**src/rtl/uart_wake_pkg.sv**
```systemverilog
// Constants, offsets and types for the multidrop receive control block.
package uart_wake_pkg;

  // Register bus widths.
  localparam int ADDR_W = 4;
  localparam int DATA_W = 8;

  // Register offsets.
  localparam logic [3:0] OFS_MODE_ZERO = 4'h0;
  localparam logic [3:0] OFS_MODE_ONE = 4'h1;
  localparam logic [3:0] OFS_MODE_THREE = 4'h2;
  localparam logic [3:0] OFS_RECOG_EN = 4'h3;
  localparam logic [3:0] OFS_PRESET_HI = 4'h4;
  localparam logic [3:0] OFS_PRESET_LO = 4'h5;
  localparam logic [3:0] OFS_ADDR_CHAR = 4'h6;
  localparam logic [3:0] OFS_IRQ_MASK = 4'h7;
  localparam logic [3:0] OFS_CMD_STATUS = 4'h8;
  localparam logic [3:0] OFS_QUEUE = 4'h9;
  localparam logic [3:0] OFS_IRQ_FLAGS = 4'ha;
  localparam logic [3:0] OFS_CT_HI = 4'hb;
  localparam logic [3:0] OFS_CT_LO = 4'hc;

  // Reset value of every software register.
  localparam logic [7:0] REG_RESET = 8'h00;

  // Field positions.
  localparam int MR1_PAR_HI = 4;
  localparam int MR1_PAR_LO = 3;
  localparam int MR1_AD_BIT = 2;
  localparam int MR0_LOAD_ADR = 6;
  localparam int RCE_WD_EN = 0;
  localparam int FLAG_WD = 6;
  localparam int FLAG_CT = 3;
  localparam int MASK_CT = 3;

  // Field values.
  localparam logic [1:0] PAR_WAKE = 2'b11;
  localparam logic [1:0] SUB_HOST = 2'b00;
  localparam logic [1:0] CMD_RX_ON = 2'b01;
  localparam logic [1:0] CMD_RX_OFF = 2'b10;
  localparam logic [3:0] CMD_RX_RESET = 4'h2;
  localparam logic [3:0] CMD_ERR_RESET = 4'h4;
  localparam logic [3:0] CMD_CT_START = 4'h8;
  localparam logic [3:0] CMD_CT_STOP = 4'h9;
  localparam logic [3:0] CMD_TMO_ON = 4'ha;
  localparam logic [3:0] CMD_TMO_OFF = 4'hc;

  // Watchdog length in bit times.
  localparam logic [6:0] WD_BIT_TIMES = 7'h40;

  // Counter reload sequence in time-out mode.
  typedef enum logic [1:0] {
    CT_NORMAL = 2'b00,
    CT_STOP_WAIT = 2'b01,
    CT_RESTART = 2'b11
  } ct_phase_t;

endpackage

```
**src/rtl/uart_multidrop_rx.sv**
```systemverilog
// Multidrop receive control, receive queue, watchdog and time-out counter.
`timescale 1ns/1ps
`default_nettype none

module uart_multidrop_rx #(
  parameter int QDEPTH = 256
) (
  // Clock, reset and clock enable.
  input wire logic core_clk,
  input wire logic srst,
  input wire logic clk_en,
  // Register port.
  input wire logic [uart_wake_pkg::ADDR_W-1:0] reg_addr,
  input wire logic [uart_wake_pkg::DATA_W-1:0] reg_wdata,
  input wire logic reg_wr,
  input wire logic reg_rd,
  output logic [uart_wake_pkg::DATA_W-1:0] reg_rdata,
  // Timing ticks.
  input wire logic bit_tick,
  input wire logic ct_tick,
  // Characters from the receive shifter.
  input wire logic rx_char_stb,
  input wire logic [7:0] rx_char_data,
  input wire logic rx_char_ninth,
  input wire logic rx_char_perr,
  input wire logic rx_char_ferr,
  input wire logic rx_char_brk,
  // Control toward the shifters.
  output logic rx_run,
  output logic rx_drop,
  output logic tx_ninth,
  output logic tx_ninth_en,
  // Event outputs.
  output logic wd_irq,
  output logic ct_irq
);
  import uart_wake_pkg::*;

  localparam int AW = $clog2(QDEPTH);

  typedef struct packed {
    logic [7:0] mr0;
    logic [7:0] mr1;
    logic [7:0] mr3;
    logic [7:0] rce;
    logic [7:0] pre_hi;
    logic [7:0] pre_lo;
    logic [7:0] adr_char;
    logic [7:0] interrupt_enable_mask;
    logic rx_en;
    logic [AW:0] wr_ptr;
    logic [AW:0] rd_ptr;
    logic ovr;
    logic [6:0] wd_cnt;
    logic wd_flag;
    logic [15:0] ct_val;
    logic ct_run;
    logic tmo;
    ct_phase_t ct_ph;
    logic ct_rdy;
    logic [7:0] rdata;
    logic rx_run;
    logic rx_drop;
    logic tx_ninth;
    logic tx_ninth_en;
    logic wd_irq;
    logic ct_irq;
  } state_t;

  state_t q;
  state_t n;

  logic [10:0] queue_mem [QDEPTH];
  logic [10:0] head;
  logic [AW:0] fill;
  logic empty;
  logic full;
  logic wake;
  logic own;
  logic store;
  logic push;
  logic [10:0] push_word;
  logic [15:0] preset;

  always_comb begin
    n = q;
    n.rx_drop = 1'b0;
    n.rdata = 8'h00;
    push = 1'b0;
    store = 1'b0;
    own = 1'b0;
    push_word = {rx_char_brk, rx_char_ferr, rx_char_perr, rx_char_data};
    preset = {q.pre_hi, q.pre_lo};
    wake = (q.mr1[MR1_PAR_HI:MR1_PAR_LO] == PAR_WAKE);
    fill = q.wr_ptr - q.rd_ptr;
    empty = (fill == '0);
    full = (fill == (AW + 1)'(QDEPTH));
    head = queue_mem[q.rd_ptr[AW-1:0]];

    // Register reads.
    if (reg_rd) begin
      unique case (reg_addr)
        OFS_MODE_ZERO: n.rdata = q.mr0;
        OFS_MODE_ONE: n.rdata = q.mr1;
        OFS_MODE_THREE: n.rdata = q.mr3;
        OFS_RECOG_EN: n.rdata = q.rce;
        OFS_PRESET_HI: n.rdata = q.pre_hi;
        OFS_PRESET_LO: n.rdata = q.pre_lo;
        OFS_ADDR_CHAR: n.rdata = q.adr_char;
        OFS_IRQ_MASK: n.rdata = q.interrupt_enable_mask;
        OFS_CMD_STATUS: begin
          n.rdata = {empty ? 3'b000 : head[10:8], q.ovr, 2'b00, full, !empty};
        end
        OFS_QUEUE: begin
          n.wd_cnt = 7'h00;
          n.wd_flag = 1'b0;
          if (!empty) begin
            n.rdata = head[7:0];
            n.rd_ptr = q.rd_ptr + (AW + 1)'(1);
          end
        end
        OFS_IRQ_FLAGS: begin
          n.rdata = 8'h00;
          n.rdata[FLAG_WD] = q.wd_flag;
          n.rdata[FLAG_CT] = q.ct_rdy;
        end
        OFS_CT_HI: n.rdata = q.ct_val[15:8];
        OFS_CT_LO: n.rdata = q.ct_val[7:0];
        default: n.rdata = 8'h00;
      endcase
    end

    // Register writes and commands.
    if (reg_wr) begin
      unique case (reg_addr)
        OFS_MODE_ZERO: n.mr0 = reg_wdata;
        OFS_MODE_ONE: n.mr1 = reg_wdata;
        OFS_MODE_THREE: n.mr3 = reg_wdata;
        OFS_RECOG_EN: n.rce = reg_wdata;
        OFS_PRESET_HI: n.pre_hi = reg_wdata;
        OFS_PRESET_LO: n.pre_lo = reg_wdata;
        OFS_ADDR_CHAR: n.adr_char = reg_wdata;
        OFS_IRQ_MASK: n.interrupt_enable_mask = reg_wdata;
        OFS_CMD_STATUS: begin
          if (reg_wdata[1:0] == CMD_RX_ON) begin
            n.rx_en = 1'b1;
          end else if (reg_wdata[1:0] == CMD_RX_OFF) begin
            n.rx_en = 1'b0;
            n.rx_drop = 1'b1;
          end
          unique case (reg_wdata[7:4])
            CMD_RX_RESET: begin
              n.rx_en = 1'b0;
              n.rx_drop = 1'b1;
              n.rd_ptr = q.wr_ptr;
            end
            CMD_ERR_RESET: n.ovr = 1'b0;
            CMD_CT_START: begin
              if (!q.tmo) begin
                n.ct_val = preset;
                n.ct_run = 1'b1;
              end
            end
            CMD_CT_STOP: begin
              if (!q.tmo) begin
                n.ct_run = 1'b0;
                n.ct_rdy = 1'b0;
              end
            end
            CMD_TMO_ON: begin
              n.tmo = 1'b1;
              n.ct_rdy = 1'b0;
              n.ct_run = 1'b0;
              n.ct_ph = CT_NORMAL;
            end
            CMD_TMO_OFF: begin
              n.tmo = 1'b0;
              n.ct_rdy = 1'b0;
              n.ct_ph = CT_NORMAL;
            end
            default: begin
            end
          endcase
        end
        default: begin
        end
      endcase
    end

    // Character recognition and queueing.
    if (rx_char_stb && (q.rx_en || wake)) begin
      if (!wake) begin
        store = 1'b1;
      end else begin
        push_word[8] = rx_char_ninth;
        if (!rx_char_ninth) begin
          store = q.rx_en;
        end else if (q.mr3[1:0] == SUB_HOST) begin
          store = 1'b1;
        end else begin
          own = (rx_char_data == q.adr_char);
          store = q.mr0[MR0_LOAD_ADR];
          if (own && q.mr3[0]) begin
            n.rx_en = 1'b1;
          end
          if (!own && q.mr3[1]) begin
            n.rx_en = 1'b0;
          end
        end
      end
      if (store) begin
        if (full) begin
          n.ovr = 1'b1;
        end else begin
          push = 1'b1;
          n.wr_ptr = q.wr_ptr + (AW + 1)'(1);
        end
      end
    end

    // Receive watchdog.
    if (bit_tick && !n.wd_flag) begin
      if (n.wd_cnt == WD_BIT_TIMES - 7'h01) begin
        n.wd_flag = 1'b1;
      end else begin
        n.wd_cnt = n.wd_cnt + 7'h01;
      end
    end

    // Counter/timer.
    if (ct_tick) begin
      unique case (q.ct_ph)
        CT_STOP_WAIT: begin
          n.ct_run = 1'b0;
          n.ct_val = preset;
          n.ct_ph = CT_RESTART;
        end
        CT_RESTART: begin
          n.ct_run = 1'b1;
          n.ct_ph = CT_NORMAL;
        end
        default: begin
          if (q.ct_run) begin
            if (q.ct_val == 16'h0000) begin
              n.ct_rdy = 1'b1;
              if (q.tmo) begin
                n.ct_run = 1'b0;
              end else begin
                n.ct_val = preset;
              end
            end else begin
              n.ct_val = q.ct_val - 16'h0001;
            end
          end
          n.ct_ph = CT_NORMAL;
        end
      endcase
    end
    if (push && n.tmo) begin
      n.ct_ph = CT_STOP_WAIT;
    end

    // Registered outputs.
    n.rx_run = n.rx_en;
    n.tx_ninth_en = (n.mr1[MR1_PAR_HI:MR1_PAR_LO] == PAR_WAKE);
    n.tx_ninth = n.tx_ninth_en && n.mr1[MR1_AD_BIT];
    n.wd_irq = n.wd_flag && n.rce[RCE_WD_EN];
    n.ct_irq = n.ct_rdy && n.interrupt_enable_mask[MASK_CT];
  end

  always_ff @(posedge core_clk) begin
    if (srst) begin
      q <= '0;
      q.mr0 <= REG_RESET;
      q.mr1 <= REG_RESET;
      q.mr3 <= REG_RESET;
      q.rce <= REG_RESET;
      q.pre_hi <= REG_RESET;
      q.pre_lo <= REG_RESET;
      q.adr_char <= REG_RESET;
      q.interrupt_enable_mask <= REG_RESET;
      q.rdata <= REG_RESET;
      q.ct_ph <= CT_NORMAL;
    end else if (clk_en) begin
      q <= n;
    end
  end

  // Stored characters are never cleared; only the pointers move.
  always_ff @(posedge core_clk) begin
    if (clk_en && !srst && push) begin
      queue_mem[q.wr_ptr[AW-1:0]] <= push_word;
    end
  end

  assign reg_rdata = q.rdata;
  assign rx_run = q.rx_run;
  assign rx_drop = q.rx_drop;
  assign tx_ninth = q.tx_ninth;
  assign tx_ninth_en = q.tx_ninth_en;
  assign wd_irq = q.wd_irq;
  assign ct_irq = q.ct_irq;

endmodule

`default_nettype wire

```
**config.mk**
```make
export PLATFORM = sky130hd
export DESIGN_NAME = uart_multidrop_rx
export DESIGN_NICKNAME = d
export VERILOG_FILES = /design/src/rtl/uart_wake_pkg.sv /design/src/rtl/uart_multidrop_rx.sv
export SDC_FILE = /design/constraint.sdc
export NUM_CORES = 2
export LEC_CHECK = 0
export BUFFER_PORTS_ARGS = -buffer_cell sky130_fd_sc_hd__clkbuf_2
export CAP_MARGIN = 20
export CORE_ASPECT_RATIO = 1.25
export CORE_MARGIN = 10
export CORE_UTILIZATION = 42
export DETAILED_ROUTE_END_ITERATION = 10
export SLEW_MARGIN = 0
export SYNTH_ARGS = -nofsm -noshare
export SYNTH_HDL_FRONTEND = slang
export SYNTH_SLANG_ARGS = --single-unit
export TNS_END_PERCENT = 20
```
**constraint.sdc**
```tcl
create_clock -name core_clk -period 8.27 [get_ports core_clk]
set_input_delay 0.827 -clock core_clk [delete_from_list [all_inputs] [get_ports core_clk]]
set_output_delay 0.827 -clock core_clk [all_outputs]
set_load 0.03 [all_outputs]
```
==> metrics.md <==
| Metric | Value |
|---|---|
| Ys flop type | `edfxtp_1` |
| Largest net degree at the start of global routing | `161` |
| Final min period | `5.60 ns` |
| Die Height | `611 microns` |
| Max VDD drop | `0.000142 V` |
| Critical Path RT | `8.71 ns` |
| Leakage power | `0.0391 uW` |
| Total Wirelength | `341,000 microns` |
| Cell variety after synth | `87` |
| CP Max Fanout | `16` |
| Synthesized area | `117,000 sq um` |
| Nets@finish | `6,089` |
| FFs w/ async S/R, synth | `0%` |
| Vias per cell | `6.13` |
| GRT overflow | `0` |
| # setup viols final | `0` |
| Kind of critical path | `flip-flop to flip-flop` |
| Pwr per Cell Area | `227 nW/um^2` |
| Fin cells | `9,969` |
| Post-synth EDFFs | `2,816` |
| Initial Util | `42.3%` |
| Share of cells above drive strength 1 | `22.4%` |
| Maximum clock path buffer count | `4` |
| Total GRT Usage | `22.1%` |
| Slew Limit Fails | `0` |
| Final Hold Viols | `0` |
| Most frequent cell after synthesis | `edfxtp_1` |
| DRC viols | `0` |
| First-pass GRT wire length | `480,000 microns` |
| Drt wl/cell | `34.2 microns` |
| Syn Area/Cell | `19.9 sq um` |
| Clock-pin slew on the worst setup and hold paths | `0.07 ns` |
| Root buf cell | `clkbuf_16` |
| Synth Instances | `5,882` |
| # clock sinks | `2,950` |
| Number of cells on the worst hold path | `1` |
| R2R depth | `8` |
| TNS Setup | `0 ns` |
| CP endpoint kind | `flip-flop` |
| RSZ-0062 raised after global routing | `no` |
| Min-delay worst type | `input port to flip-flop` |
| Hold Buf Count CTS | `0` |
| Total CTS buffers | `283` |
| Maxcap violations | `0` |
| Final Wtd Congestion | `0.899` |
| Worst slew pin tran | `1.32 ns` |
| H-tree depth | `5` |
| CTS resizes | `0` |
| Clock skew | `0.0589 ns` |
| Initial drt markers | `8,265` |
| Worst EP arrival | `6.04 ns` |
| Seq cells post-synth | `2,950` |
| Port Buffer Count | `45` |
| Post-synth top cells | `edfxtp_1 (2,816), mux4_2 (691), nor2_1 (436), mux2i_1 (289), nand2_1 (197)` |
| DIE AREA | `301,000 sq um` |
| Row cnt | `216` |
| YS warnings | `0` |
| Vias post-DR | `61,100` |
| CTS tree | `done` |
| Seq/Total Area, Yosys | `74.4%` |
| Worst setup margin | `2.67 ns` |
| Placed insts | `9,444` |
| DP Worst Slack | `2.83 ns` |
| Die W | `493 microns` |
| CP startpoint kind | `flip-flop` |
| Area growth syn-to-layout | `11.4%` |
| Post-DRT Antenna Nets | `0` |
| Post-CTS Setup Bufs | `0` |
| Initial antenna violation count | `15` |
| Main area contributors after synthesis | `edfxtp_1 (72%), mux4_2 (13%), mux2i_1 (2.5%)` |
| Period utilization | `67.7%` |
| Top Ports | `46` |
| DPL Wire Length | `210,000 microns` |
| Yosys top cell area share | `72.1%` |
| Status | `completed` |
| Pre-Repair DR Iteration Count | `6` |
| Clock Latency Late Sink | `0.87 ns` |
| Highest clock rate | `179 MHz` |
| Core area | `278,000 sq um` |
| Syn nets | `5,929` |
| Largest area contributor in the netlist | `edfxtp_1` |
| Number of global-route vias before repair | `60,500` |
| Slew HR | `11.2%` |
[metrics by stage]
step	power [uW]	instance area [sq um]	utilization (%)	hold slack, ns
6_report	29700	131000	47.1	0.361
5_1_grt	30500	131000	47.1	0.339
4_1_cts	29800	130000	47.0	0.316
3_5_place_dp	17200	122000	43.8	0.453
3_3_place_gp	17200	121000	43.8	0.447
2_1_floorplan	16900	117000	-	0.431
[where the power goes]
group / internal (uW) / switching (uW) / total (uW)
registers: 16300 / 16.3 / 16400
logic: 107 / 449 / 556
clock network: 7220 / 5550 / 12800
[area by class of cell]
type / count / area (sq um)
Fill cell: 22900 / 147000
Sequential cell: 2950 / 87300
Multi-Input combinational cell: 2529 / 27600
Clock buffer: 337 / 7560
Tap cell: 3706 / 4640
Timing Repair Buffer: 247 / 2070
Clock inverter: 151 / 1360
Inverter: 31 / 128
Antenna cell: 18 / 45.0
[cells by family after synthesis]
| logic type | after synthesis | share of synthesized area (%) |
|---|---|---|
| flip-flops | 2950 | 74.4 |
| XOR/XNOR | 26 | 0.194 |
| AO/OA/AOI/OAI | 600 | 3.64 |
| AND/OR/NAND/NOR | 882 | 3.30 |
| adder cells (fa/ha/maj) | 15 | 0.160 |
| buffers and inverters | 403 | 2.16 |
| multiplexers | 1006 | 16.1 |
[flip-flops by register name (all words and copies together), names as in the netlist, named ones only]
name         flops
q               96
preset          16
rx_run           1
tx_ninth         1
ct_irq           1
tx_ninth_en      1
rx_drop          1
queue_mem     2816
reg_rdata        8
wd_irq           1
[worst max-delay path, stage by stage (launching register included)]
cell and delay, ns:
dfxtp_1 0.52, ha_1 0.37, a2111o_1 0.40, or2_2 0.30, o211a_1 0.27, a21oi_1 0.69, and3_1 0.78, nand2_1 0.81
nor2_1 1.00
[cell usage in the layout (no fill, tap or decap), types with 28 or more instances in the layout]
cell and instances:
a221oi_1 69, clkinv_2 46, nand3_1 50, a21oi_1 112
nor3_1 41, o21ai_0 93, buf_4 177, clkinv_1 55
nand2_1 192, a211oi_1 33, nor2_1 432, edfxtp_1 2816
clkbuf_16 294, dfxtp_1 127, mux4_2 691, mux2i_1 289
a22oi_1 85, clkbuf_2 34, clkbuf_1 38, nand4_1 28
[per-layer routing]
layer  up-vias  GRT usage [%]  routed length, microns
met5         -              0                      27
met4         4           9.18                   15600
met3       588           4.21                   28700
met2      3266           36.0                  166000
met1     32600           29.2                  131000
li1      24600              -                       -
[path summary, 6_finish.rpt]
| kind | start | end | slack [ns] |
|---|---|---|---|
| hold reg to reg | ct_irq | ct_irq | 0.46 |
| setup reg to reg | q[58] | queue_mem[123][5] | 2.67 |
| hold / removal | rx_char_data[5] | queue_mem[124][5] | 0.36 |
| setup / recovery | q[58] | queue_mem[123][5] | 2.67 |
Note: power is estimated with default switching activity, not from simulation.
